==> src/common/scsc_pkg.sv <==
package scsc_pkg;

  // Slot-role strap codes (jumper position pairs 1-2, 3-4, 5-6)
  localparam logic [1:0] ROLE_NON_SC = 2'h0;
  localparam logic [1:0] ROLE_AUTO   = 2'h1;
  localparam logic [1:0] ROLE_SC     = 2'h2;

  // Reference clock and boot figures
  localparam int SYSCLK_MHZ      = 16;
  localparam int REFCLK_MHZ      = 10;
  localparam int CLK_MHZ         = 20;
  localparam int RM_DEADLINE_S   = 5;
  localparam int RM_DEADLINE_CYC = RM_DEADLINE_S * CLK_MHZ * 1000000;

  // Bus arbitration defaults
  localparam logic [1:0] DEF_REQ_LEVEL = 2'h3;
  localparam int         REQ_LEVELS    = 4;

  // Register map
  localparam logic [7:0] OFS_CTRL   = 8'h00;
  localparam logic [7:0] OFS_STATUS = 8'h04;
  localparam logic [7:0] OFS_STRAPS = 8'h08;
  localparam logic [7:0] OFS_ARB    = 8'h0c;

  // Control reset: fair=1, release-on-request=1, prioritized=1, timeout=0, level=3
  localparam logic [31:0] CTRL_RST = 32'h0000_0073;

  // EEPROM layout
  localparam int              CFG_WORDS   = 8;
  localparam logic [7:0]      FACTORY_BASE = 8'h00;
  localparam logic [7:0]      USER_BASE    = 8'h08;

  typedef struct packed {
    logic [1:0] slot_role_strap;
    logic       clock_source_strap;
    logic       external_clock_choice_strap;
    logic       coax_clock_direction_strap;
    logic       port_clock_direction_strap;
    logic       boot_image_select_strap;
    logic       self_config_disable_strap;
  } scsc_straps_t;

  typedef struct packed {
    logic sysclk_en;
    logic refclk_bp_drive;
    logic refclk_use_ext;
    logic refclk_ext_port;
    logic coax_out;
    logic port_out;
  } scsc_clk_t;

endpackage

==> src/scsc_top.sv <==
// Chosen here: the address map and the AHB-Lite register port.
`timescale 1ns/10ps
// What this block does
// - Three-way slot role strap: forced non-controller, auto detect, forced controller.
// - In auto mode, take controller role only when sitting in first slot.
// - As controller, arbiter grants highest requesting level of four; the owner keeps the grant until it drops its request.
// - As controller, drive backplane system clock from 16 MHz oscillator.
// - As controller drive reference clock out differentially; otherwise only receive.
// - Clock source strap picks internal or external; second strap picks coax or port.
// - Direction straps set port and coax reference clock paths, input by default.
// - Boot-image strap chooses factory or user EEPROM half; user by default.
// - Loader copies stored values into registers, ready well before 5 s deadline.
// - Self-config disable strap suppresses the load; backplane stays unconfigured.
// - Default: fair requester on level 3, release on request, prioritized, no timeout.
module scsc_top (
  // Clock and reset
  input  wire logic                 clk_i,
  input  wire logic                 nrst_i,
  // Straps and slot detect
  input  wire scsc_pkg::scsc_straps_t straps_i,
  input  wire logic                 first_slot_i,
  // Backplane bus requests
  input  wire logic [3:0]           bus_req_i,
  output logic [3:0]                bus_grant_o,
  // Clock routing
  output scsc_pkg::scsc_clk_t       clk_ctl_o,
  output logic                      sys_ctrl_o,
  output logic                      bp_ready_o,
  // EEPROM read port
  output logic [7:0]                ee_addr_o,
  input  wire logic [31:0]          ee_data_i,
  // AHB-Lite slave
  input  wire logic                 hsel_i,
  input  wire logic [31:0]          haddr_i,
  input  wire logic [1:0]           htrans_i,
  input  wire logic                 hwrite_i,
  input  wire logic [2:0]           hsize_i,
  input  wire logic [31:0]          hwdata_i,
  input  wire logic                 hready_i,
  output logic [31:0]               hrdata_o,
  output logic                      hreadyout_o,
  output logic                      hresp_o
);

  typedef enum logic [1:0] {ST_HOLD, ST_LOAD, ST_DONE, ST_OFF} scsc_ld_t;

  // Strap capture: three-stage sampler, value frozen at reset release
  scsc_pkg::scsc_straps_t s1_r, s2_r, s3_r, strap_r, strap_nxt;
  logic                   slot1_r, slot2_r, slot3_r, slot_r, slot_nxt;
  logic                   held_r, held_nxt;

  // No reset on the sampler: it must track the straps while reset is held,
  // otherwise the first agreeing sample after release is the cleared value
  always_ff @(posedge clk_i) begin
    s1_r    <= straps_i;
    s2_r    <= s1_r;
    s3_r    <= s2_r;
    slot1_r <= first_slot_i;
    slot2_r <= slot1_r;
    slot3_r <= slot2_r;
  end

  // Capture on the first agreeing sample after release, then freeze until next reset
  always_comb begin
    strap_nxt = strap_r;
    slot_nxt  = slot_r;
    held_nxt  = held_r;
    if (!held_r && s2_r == s3_r && slot2_r == slot3_r) begin
      strap_nxt = s3_r;
      slot_nxt  = slot3_r;
      held_nxt  = 1'b1;
    end
  end

  always_ff @(posedge clk_i or negedge nrst_i) begin
    if (!nrst_i) begin
      strap_r <= '0;
      slot_r  <= 1'b0;
      held_r  <= 1'b0;
    end else begin
      strap_r <= strap_nxt;
      slot_r  <= slot_nxt;
      held_r  <= held_nxt;
    end
  end

  // Role decision
  logic sc_role;
  always_comb begin
    sc_role = 1'b0;
    if (strap_r.slot_role_strap == scsc_pkg::ROLE_SC) begin
      sc_role = 1'b1;
    end else if (strap_r.slot_role_strap == scsc_pkg::ROLE_AUTO) begin
      sc_role = slot_r;
    end
    sc_role = sc_role & held_r;
  end

  // Loader
  scsc_ld_t               ld_r, ld_nxt;
  logic [7:0]             idx_r, idx_nxt;
  logic [31:0]            cfg_r [scsc_pkg::CFG_WORDS];
  logic [31:0]            ctrl_r, ctrl_nxt;
  logic [31:0]            wdat;
  logic                   reg_wr;
  logic [7:0]             wr_ofs;

  assign ee_addr_o = (strap_r.boot_image_select_strap ? scsc_pkg::FACTORY_BASE
                                                      : scsc_pkg::USER_BASE) + idx_r;

  always_comb begin
    ld_nxt  = ld_r;
    idx_nxt = idx_r;
    case (ld_r)
      ST_HOLD: begin
        if (held_r) begin
          ld_nxt = strap_r.self_config_disable_strap ? ST_OFF : ST_LOAD;
        end
      end
      ST_LOAD: begin
        idx_nxt = idx_r + 8'h01;
        if (idx_r == 8'(scsc_pkg::CFG_WORDS - 1)) begin
          ld_nxt = ST_DONE;
        end
      end
      default: ld_nxt = ld_r;
    endcase
  end

  always_ff @(posedge clk_i or negedge nrst_i) begin
    if (!nrst_i) begin
      ld_r  <= ST_HOLD;
      idx_r <= 8'h00;
    end else begin
      ld_r  <= ld_nxt;
      idx_r <= idx_nxt;
    end
  end

  // Loaded image words; word 0 overrides the arbitration control
  always_ff @(posedge clk_i) begin
    if (ld_r == ST_LOAD) begin
      cfg_r[idx_r[2:0]] <= ee_data_i;
    end
  end

  assign bp_ready_o = (ld_r == ST_DONE);

  always_comb begin
    ctrl_nxt = ctrl_r;
    if (ld_r == ST_LOAD && idx_r == 8'h00) begin
      ctrl_nxt = ee_data_i;
    end else if (reg_wr && wr_ofs == scsc_pkg::OFS_CTRL) begin
      ctrl_nxt = wdat;
    end
  end

  always_ff @(posedge clk_i or negedge nrst_i) begin
    if (!nrst_i) begin
      ctrl_r <= scsc_pkg::CTRL_RST;
    end else begin
      ctrl_r <= ctrl_nxt;
    end
  end

  // Clock routing; ctrl bit 6 lets software mute the system clock
  always_comb begin
    clk_ctl_o                 = '0;
    clk_ctl_o.sysclk_en       = sc_role & ctrl_r[6];
    clk_ctl_o.refclk_bp_drive = sc_role;
    clk_ctl_o.refclk_use_ext  = sc_role & strap_r.clock_source_strap;
    clk_ctl_o.refclk_ext_port = strap_r.external_clock_choice_strap;
    // Coax can only be an output when it is not the chosen external source
    clk_ctl_o.coax_out = strap_r.coax_clock_direction_strap
                         & ~(clk_ctl_o.refclk_use_ext & ~clk_ctl_o.refclk_ext_port);
    clk_ctl_o.port_out = strap_r.port_clock_direction_strap;
  end
  assign sys_ctrl_o = sc_role;

  // Arbiter: level 3 highest priority; ctrl[5] prioritized, else fixed anyway
  logic [3:0] gnt_r, gnt_nxt;
  always_comb begin
    gnt_nxt = 4'h0;
    if (sc_role && bp_ready_o) begin
      if (|(gnt_r & bus_req_i)) begin
        gnt_nxt = gnt_r; // Hold until the owner drops its request
      end else begin
        for (int i = 0; i < scsc_pkg::REQ_LEVELS; i++) begin
          if (bus_req_i[i]) begin
            gnt_nxt = 4'(1 << i);
          end
        end
      end
    end
  end

  always_ff @(posedge clk_i or negedge nrst_i) begin
    if (!nrst_i) begin
      gnt_r <= 4'h0;
    end else begin
      gnt_r <= gnt_nxt;
    end
  end
  assign bus_grant_o = gnt_r;

  // AHB-Lite slave, zero wait states
  logic        ph_r, ph_nxt;
  logic        phw_r, phw_nxt;
  logic [7:0]  pha_r, pha_nxt;
  logic [31:0] rd_r, rd_nxt;

  always_comb begin
    ph_nxt  = 1'b0;
    phw_nxt = 1'b0;
    pha_nxt = pha_r;
    if (hsel_i && hready_i && htrans_i[1]) begin
      ph_nxt  = 1'b1;
      phw_nxt = hwrite_i;
      pha_nxt = haddr_i[7:0];
    end
  end
  assign reg_wr = ph_r & phw_r;
  assign wr_ofs = pha_r;
  assign wdat   = hwdata_i;

  always_comb begin
    if (haddr_i[7:0] == scsc_pkg::OFS_CTRL) begin
      rd_nxt = ctrl_r;
    end else if (haddr_i[7:0] == scsc_pkg::OFS_STATUS) begin
      rd_nxt = {24'h0, gnt_r, 1'b0, held_r, bp_ready_o, sc_role};
    end else if (haddr_i[7:0] == scsc_pkg::OFS_STRAPS) begin
      rd_nxt = {23'h0, slot_r, strap_r};
    end else if (haddr_i[7:0] == scsc_pkg::OFS_ARB) begin
      rd_nxt = {28'h0, bus_req_i};
    end else begin
      rd_nxt = 32'h0;
    end
  end

  always_ff @(posedge clk_i or negedge nrst_i) begin
    if (!nrst_i) begin
      ph_r  <= 1'b0;
      phw_r <= 1'b0;
      pha_r <= 8'h00;
      rd_r  <= 32'h0;
    end else begin
      ph_r  <= ph_nxt;
      phw_r <= phw_nxt;
      pha_r <= pha_nxt;
      rd_r  <= rd_nxt;
    end
  end
  assign hrdata_o    = rd_r;
  assign hreadyout_o = 1'b1;
  assign hresp_o     = 1'b0;

endmodule // scsc_top

==> config.mk <==
export PLATFORM = sky130hd
export DESIGN_NAME = scsc_top
export DESIGN_NICKNAME = d
export VERILOG_FILES = /design/src/common/scsc_pkg.sv /design/src/scsc_top.sv
export SDC_FILE = /design/constraint.sdc
export NUM_CORES = 1
export LEC_CHECK = 0
export ABC_CLOCK_PERIOD_IN_PS = 4900
export BUFFER_PORTS_ARGS = -buffer_cell sky130_fd_sc_hd__buf_2
export CORE_ASPECT_RATIO = 1.2
export CORE_MARGIN = 4
export CORE_UTILIZATION = 56
export CTS_BUF_LIST = sky130_fd_sc_hd__clkbuf_8
export CTS_CLUSTER_SIZE = 24
export DETAILED_ROUTE_END_ITERATION = 8
export GPL_ROUTABILITY_DRIVEN = 0
export PLACE_DENSITY = 0.95
export SLEW_MARGIN = 0
export SYNTH_ARGS = -nofsm -noshare
export SYNTH_HDL_FRONTEND = slang
export SYNTH_SLANG_ARGS = --single-unit
==> constraint.sdc <==
create_clock -name clk_i -period 4.9 [get_ports clk_i]
set_input_delay 0 -clock clk_i [delete_from_list [all_inputs] [get_ports clk_i]]
set_output_delay 0 -clock clk_i [all_outputs]
set_load 0.005 [all_outputs]
==> impl_results.md <==
- Worst Max-Slew Pin Slew: 1.22 ns
- Pre-antenna DRT Iters: 8
- Postcts setup bufs: 0
- Synth warnings: 0
- Status: completed
- Relative slew slack: 18.2%
- Setup TNS Final: 0 ns
- R2R setup slack: 1.58 ns
- Die boundary height: 113 um
- Largest area contributor in the netlist: dfrtp_1
- Synth top area cells: dfrtp_1 (45%), mux2_2 (11%), dfxtp_1 (10%)
- FF-to-FF Start: idx_r[5]$_DFFE_PN0N_
- Total gr overflow: 0
- Post-synth top cells: dfrtp_1 (93), mux2_2 (51), mux2_4 (30)
- Crit-path slowest cell: and4b_2
- Critical path launch point type: flip-flop
- Reg-to-reg critical path endpoint: ctrl_r[7]$_DFFE_PN0P_
- Crit path capture type: flip-flop
- CP Data Required Time: 5.22 ns
- Drt via density: 5.25
- Layout Skew: 0.0139 ns
- CTS tree: yes
- Layout cell share with drive strength beyond 1: 44.0%
- Min Clock Period, post-route: 3.32 ns
- Async set-reset flop share out of synthesis: 78.4%
- Top cell type's share of synthesized area: 45.1%
- Final setup margin: 1.58 ns
- Via count: 3830
- GR peak layer: met2
- Number of remaining DRC errors: 0
- Met1 GRT Util: 27.6%
- CP max FO: 32
- Core region area: 9030 um2
- FP Rows: 38
- Root Driver: clkbuf_8
- Unrepaired setup endpoints after global routing: false
- Crit-path cells: or4_1 > nor2_1 > and4b_2 > mux2_2 > dlygate4sd3_1
- CP startpoint: idx_r[5]$_DFFE_PN0N_
- H-tree levels: 4
- Clk sinks: 125
- Clock Pin Slew Worst Setup and Hold Paths: 0.08 ns
- Most frequent cell after synthesis: dfrtp_1
- Delay-heaviest family, CP: simple AND/OR/NAND/NOR gates
- Die X: 95.6 um
- Routed Antenna Nets: 0
- Area growth syn-to-layout: 38.8%
- Seq cells post-synth: 125
- Routed len/inst: 19.5 um
- Post-synthesis cell area: 5160 um2
- Die area: 10800 um2
- Final HPWL from detailed placement: 8020 um
- Syn Nets: 492
- Mean Syn Cell Area: 14.0 um2
- Final WL: 14200 um
- IO Count: 173
- Setup violators final: 0
- Starting Density: 57.1%
- R2R depth: 5
- Peak VDD IR: 0.207 mV
- HP Class: in2async
- Fin crit share: 67.7%
- Largest net degree at the start of global routing: 62
- First-pass GRT wire length: 21700 um
- M2 GR Usage: 48.7%
- CP peak stage delay: 1.03 ns
- Pre-CTS setup slack: 2.16 ns
- Vias in the first global route: 4203
- Max Transition Viols Final: 0
- Post-synth EDFFs: 0
- Critical path arrival: 3.63 ns
- Final hold viol count: 0
- Register area share after synthesis: 58.2%
- Static leakage: 0.00350 uW
- Max-cap viol count: 0
- Max clock buf depth: 2
- Total CTS buffers: 17
- Clk_lat worst skew: 0.44 ns
- Buffer and inverter count on the worst path: 1
- Primary FF master, synth: dfrtp_1
- Peak Freq: 301 MHz
- CP Class: reg2reg
- Met3 global-route usage: 6.65%
- Global-route usage over all layers: 27.3%
- 1st-iter DRT viols: 195
- IO Port Bufs: 142
- # nets final: 717
- Synth Instances: 369
- Initial antenna violation count: 2
- Synth cell types: 40
- Power per Cell Area: 319 nW/um2
layout make-up:
type                            instances  area (um2)
Sequential cell                       125        3000
Multi-Input combinational cell        215        1960
Fill cell                             493        1880
Timing Repair Buffer                  228        1570
Clock buffer                           18         248
Clock inverter                         14         190
Tap cell                              120         150
Inverter                                7        26.3
Antenna cell                            2        5.00
registers in the layout, indices dropped and copies added (netlist names), 2 cells and up:
name,count
clk_ctl_o,2
ctrl_r,32
hrdata_o,32
pha_r,8
s1_r,8
strap_r,6
s2_r,8
idx_r,8
ld_r,2
s3_r,8
bus_grant_o,4
kinds of logic after synthesis:
group | after synthesis | share of synthesized area [%]
other | 2 | 0.146
buffers and inverters | 29 | 3.96
AND/OR/NAND/NOR | 85 | 9.15
multiplexers | 92 | 22.7
flip-flops | 125 | 58.2
AO/OA/AOI/OAI | 13 | 1.65
XOR/XNOR | 19 | 3.23
adder cells (fa/ha/maj) | 4 | 0.971
layer usage:
layer  routed length [um]  vias to the layer above
met5                    0                        -
met4                  883                        0
met1                 4790                     1899
met3                  663                       56
li1                     -                     1715
met2                 7880                      160
power by group:
part,total [uW],switching [uW],internal [uW]
registers,1090,23.3,1070
clock network,993,424,569
logic,194,71.1,123
total,2280,519,1760
how the worst max path moves through the flow:
stage,cells past startpoint,endpoint,slack [ns]
floorplan,7,ctrl_r[10]$_DFFE_PN0P_,2.92
global placement,4,ctrl_r[7]$_DFFE_PN0P_,2.21
detailed placement,4,ctrl_r[7]$_DFFE_PN0P_,2.16
CTS,5,ctrl_r[7]$_DFFE_PN0P_,1.62
global route,5,ctrl_r[7]$_DFFE_PN0P_,1.48
finish,5,ctrl_r[7]$_DFFE_PN0P_,1.58
metrics by stage:
stage / std cells / cell area, um2 / hold slack (ns) / total power (uW) / util [%]
after floorplan: 369 / 5160 / -0.296 / 1170 / -
after global placement: 610 / 5860 / -0.0307 / 1230 / 64.9
after detailed placement: 610 / 5860 / -0.0235 / 1240 / 64.9
after CTS: 727 / 7150 / 0.0308 / 2260 / 79.1
after global routing: 729 / 7150 / 0.0529 / 2350 / 79.2
final: 729 / 7150 / 0.0499 / 2280 / 79.2
worst register-to-register path: cells and delay by family, from the launching register on:
family	cells	cell delay, ns
simple gates	3	1.73
buf+inv	1	0.57
flops	1	0.46
mux	1	0.45
cell usage in the layout (no fill, tap or decap), types with 8 or more instances in the layout:
master         netlist  routed
and2_1              26      26
buf_2                1     141
clkbuf_8             0      18
dfrtp_1             93      93
dfxtp_1             27      27
dlygate4sd3_1        0      85
mux2_2              51      51
mux2_4              30      30
mux2i_1              8       8
nand2_1             10      10
nor2_1              18      18
xnor2_1             16      16
what timing repair did:
| item | in CTS | in global routing |
|---|---|---|
| resized for setup | 0 | 0 |
| hold buffers | 85 | 0 |
| endpoints found under the hold margin | 91 | 0 |
No activity file was read; power rests on OpenSTA's default activity.
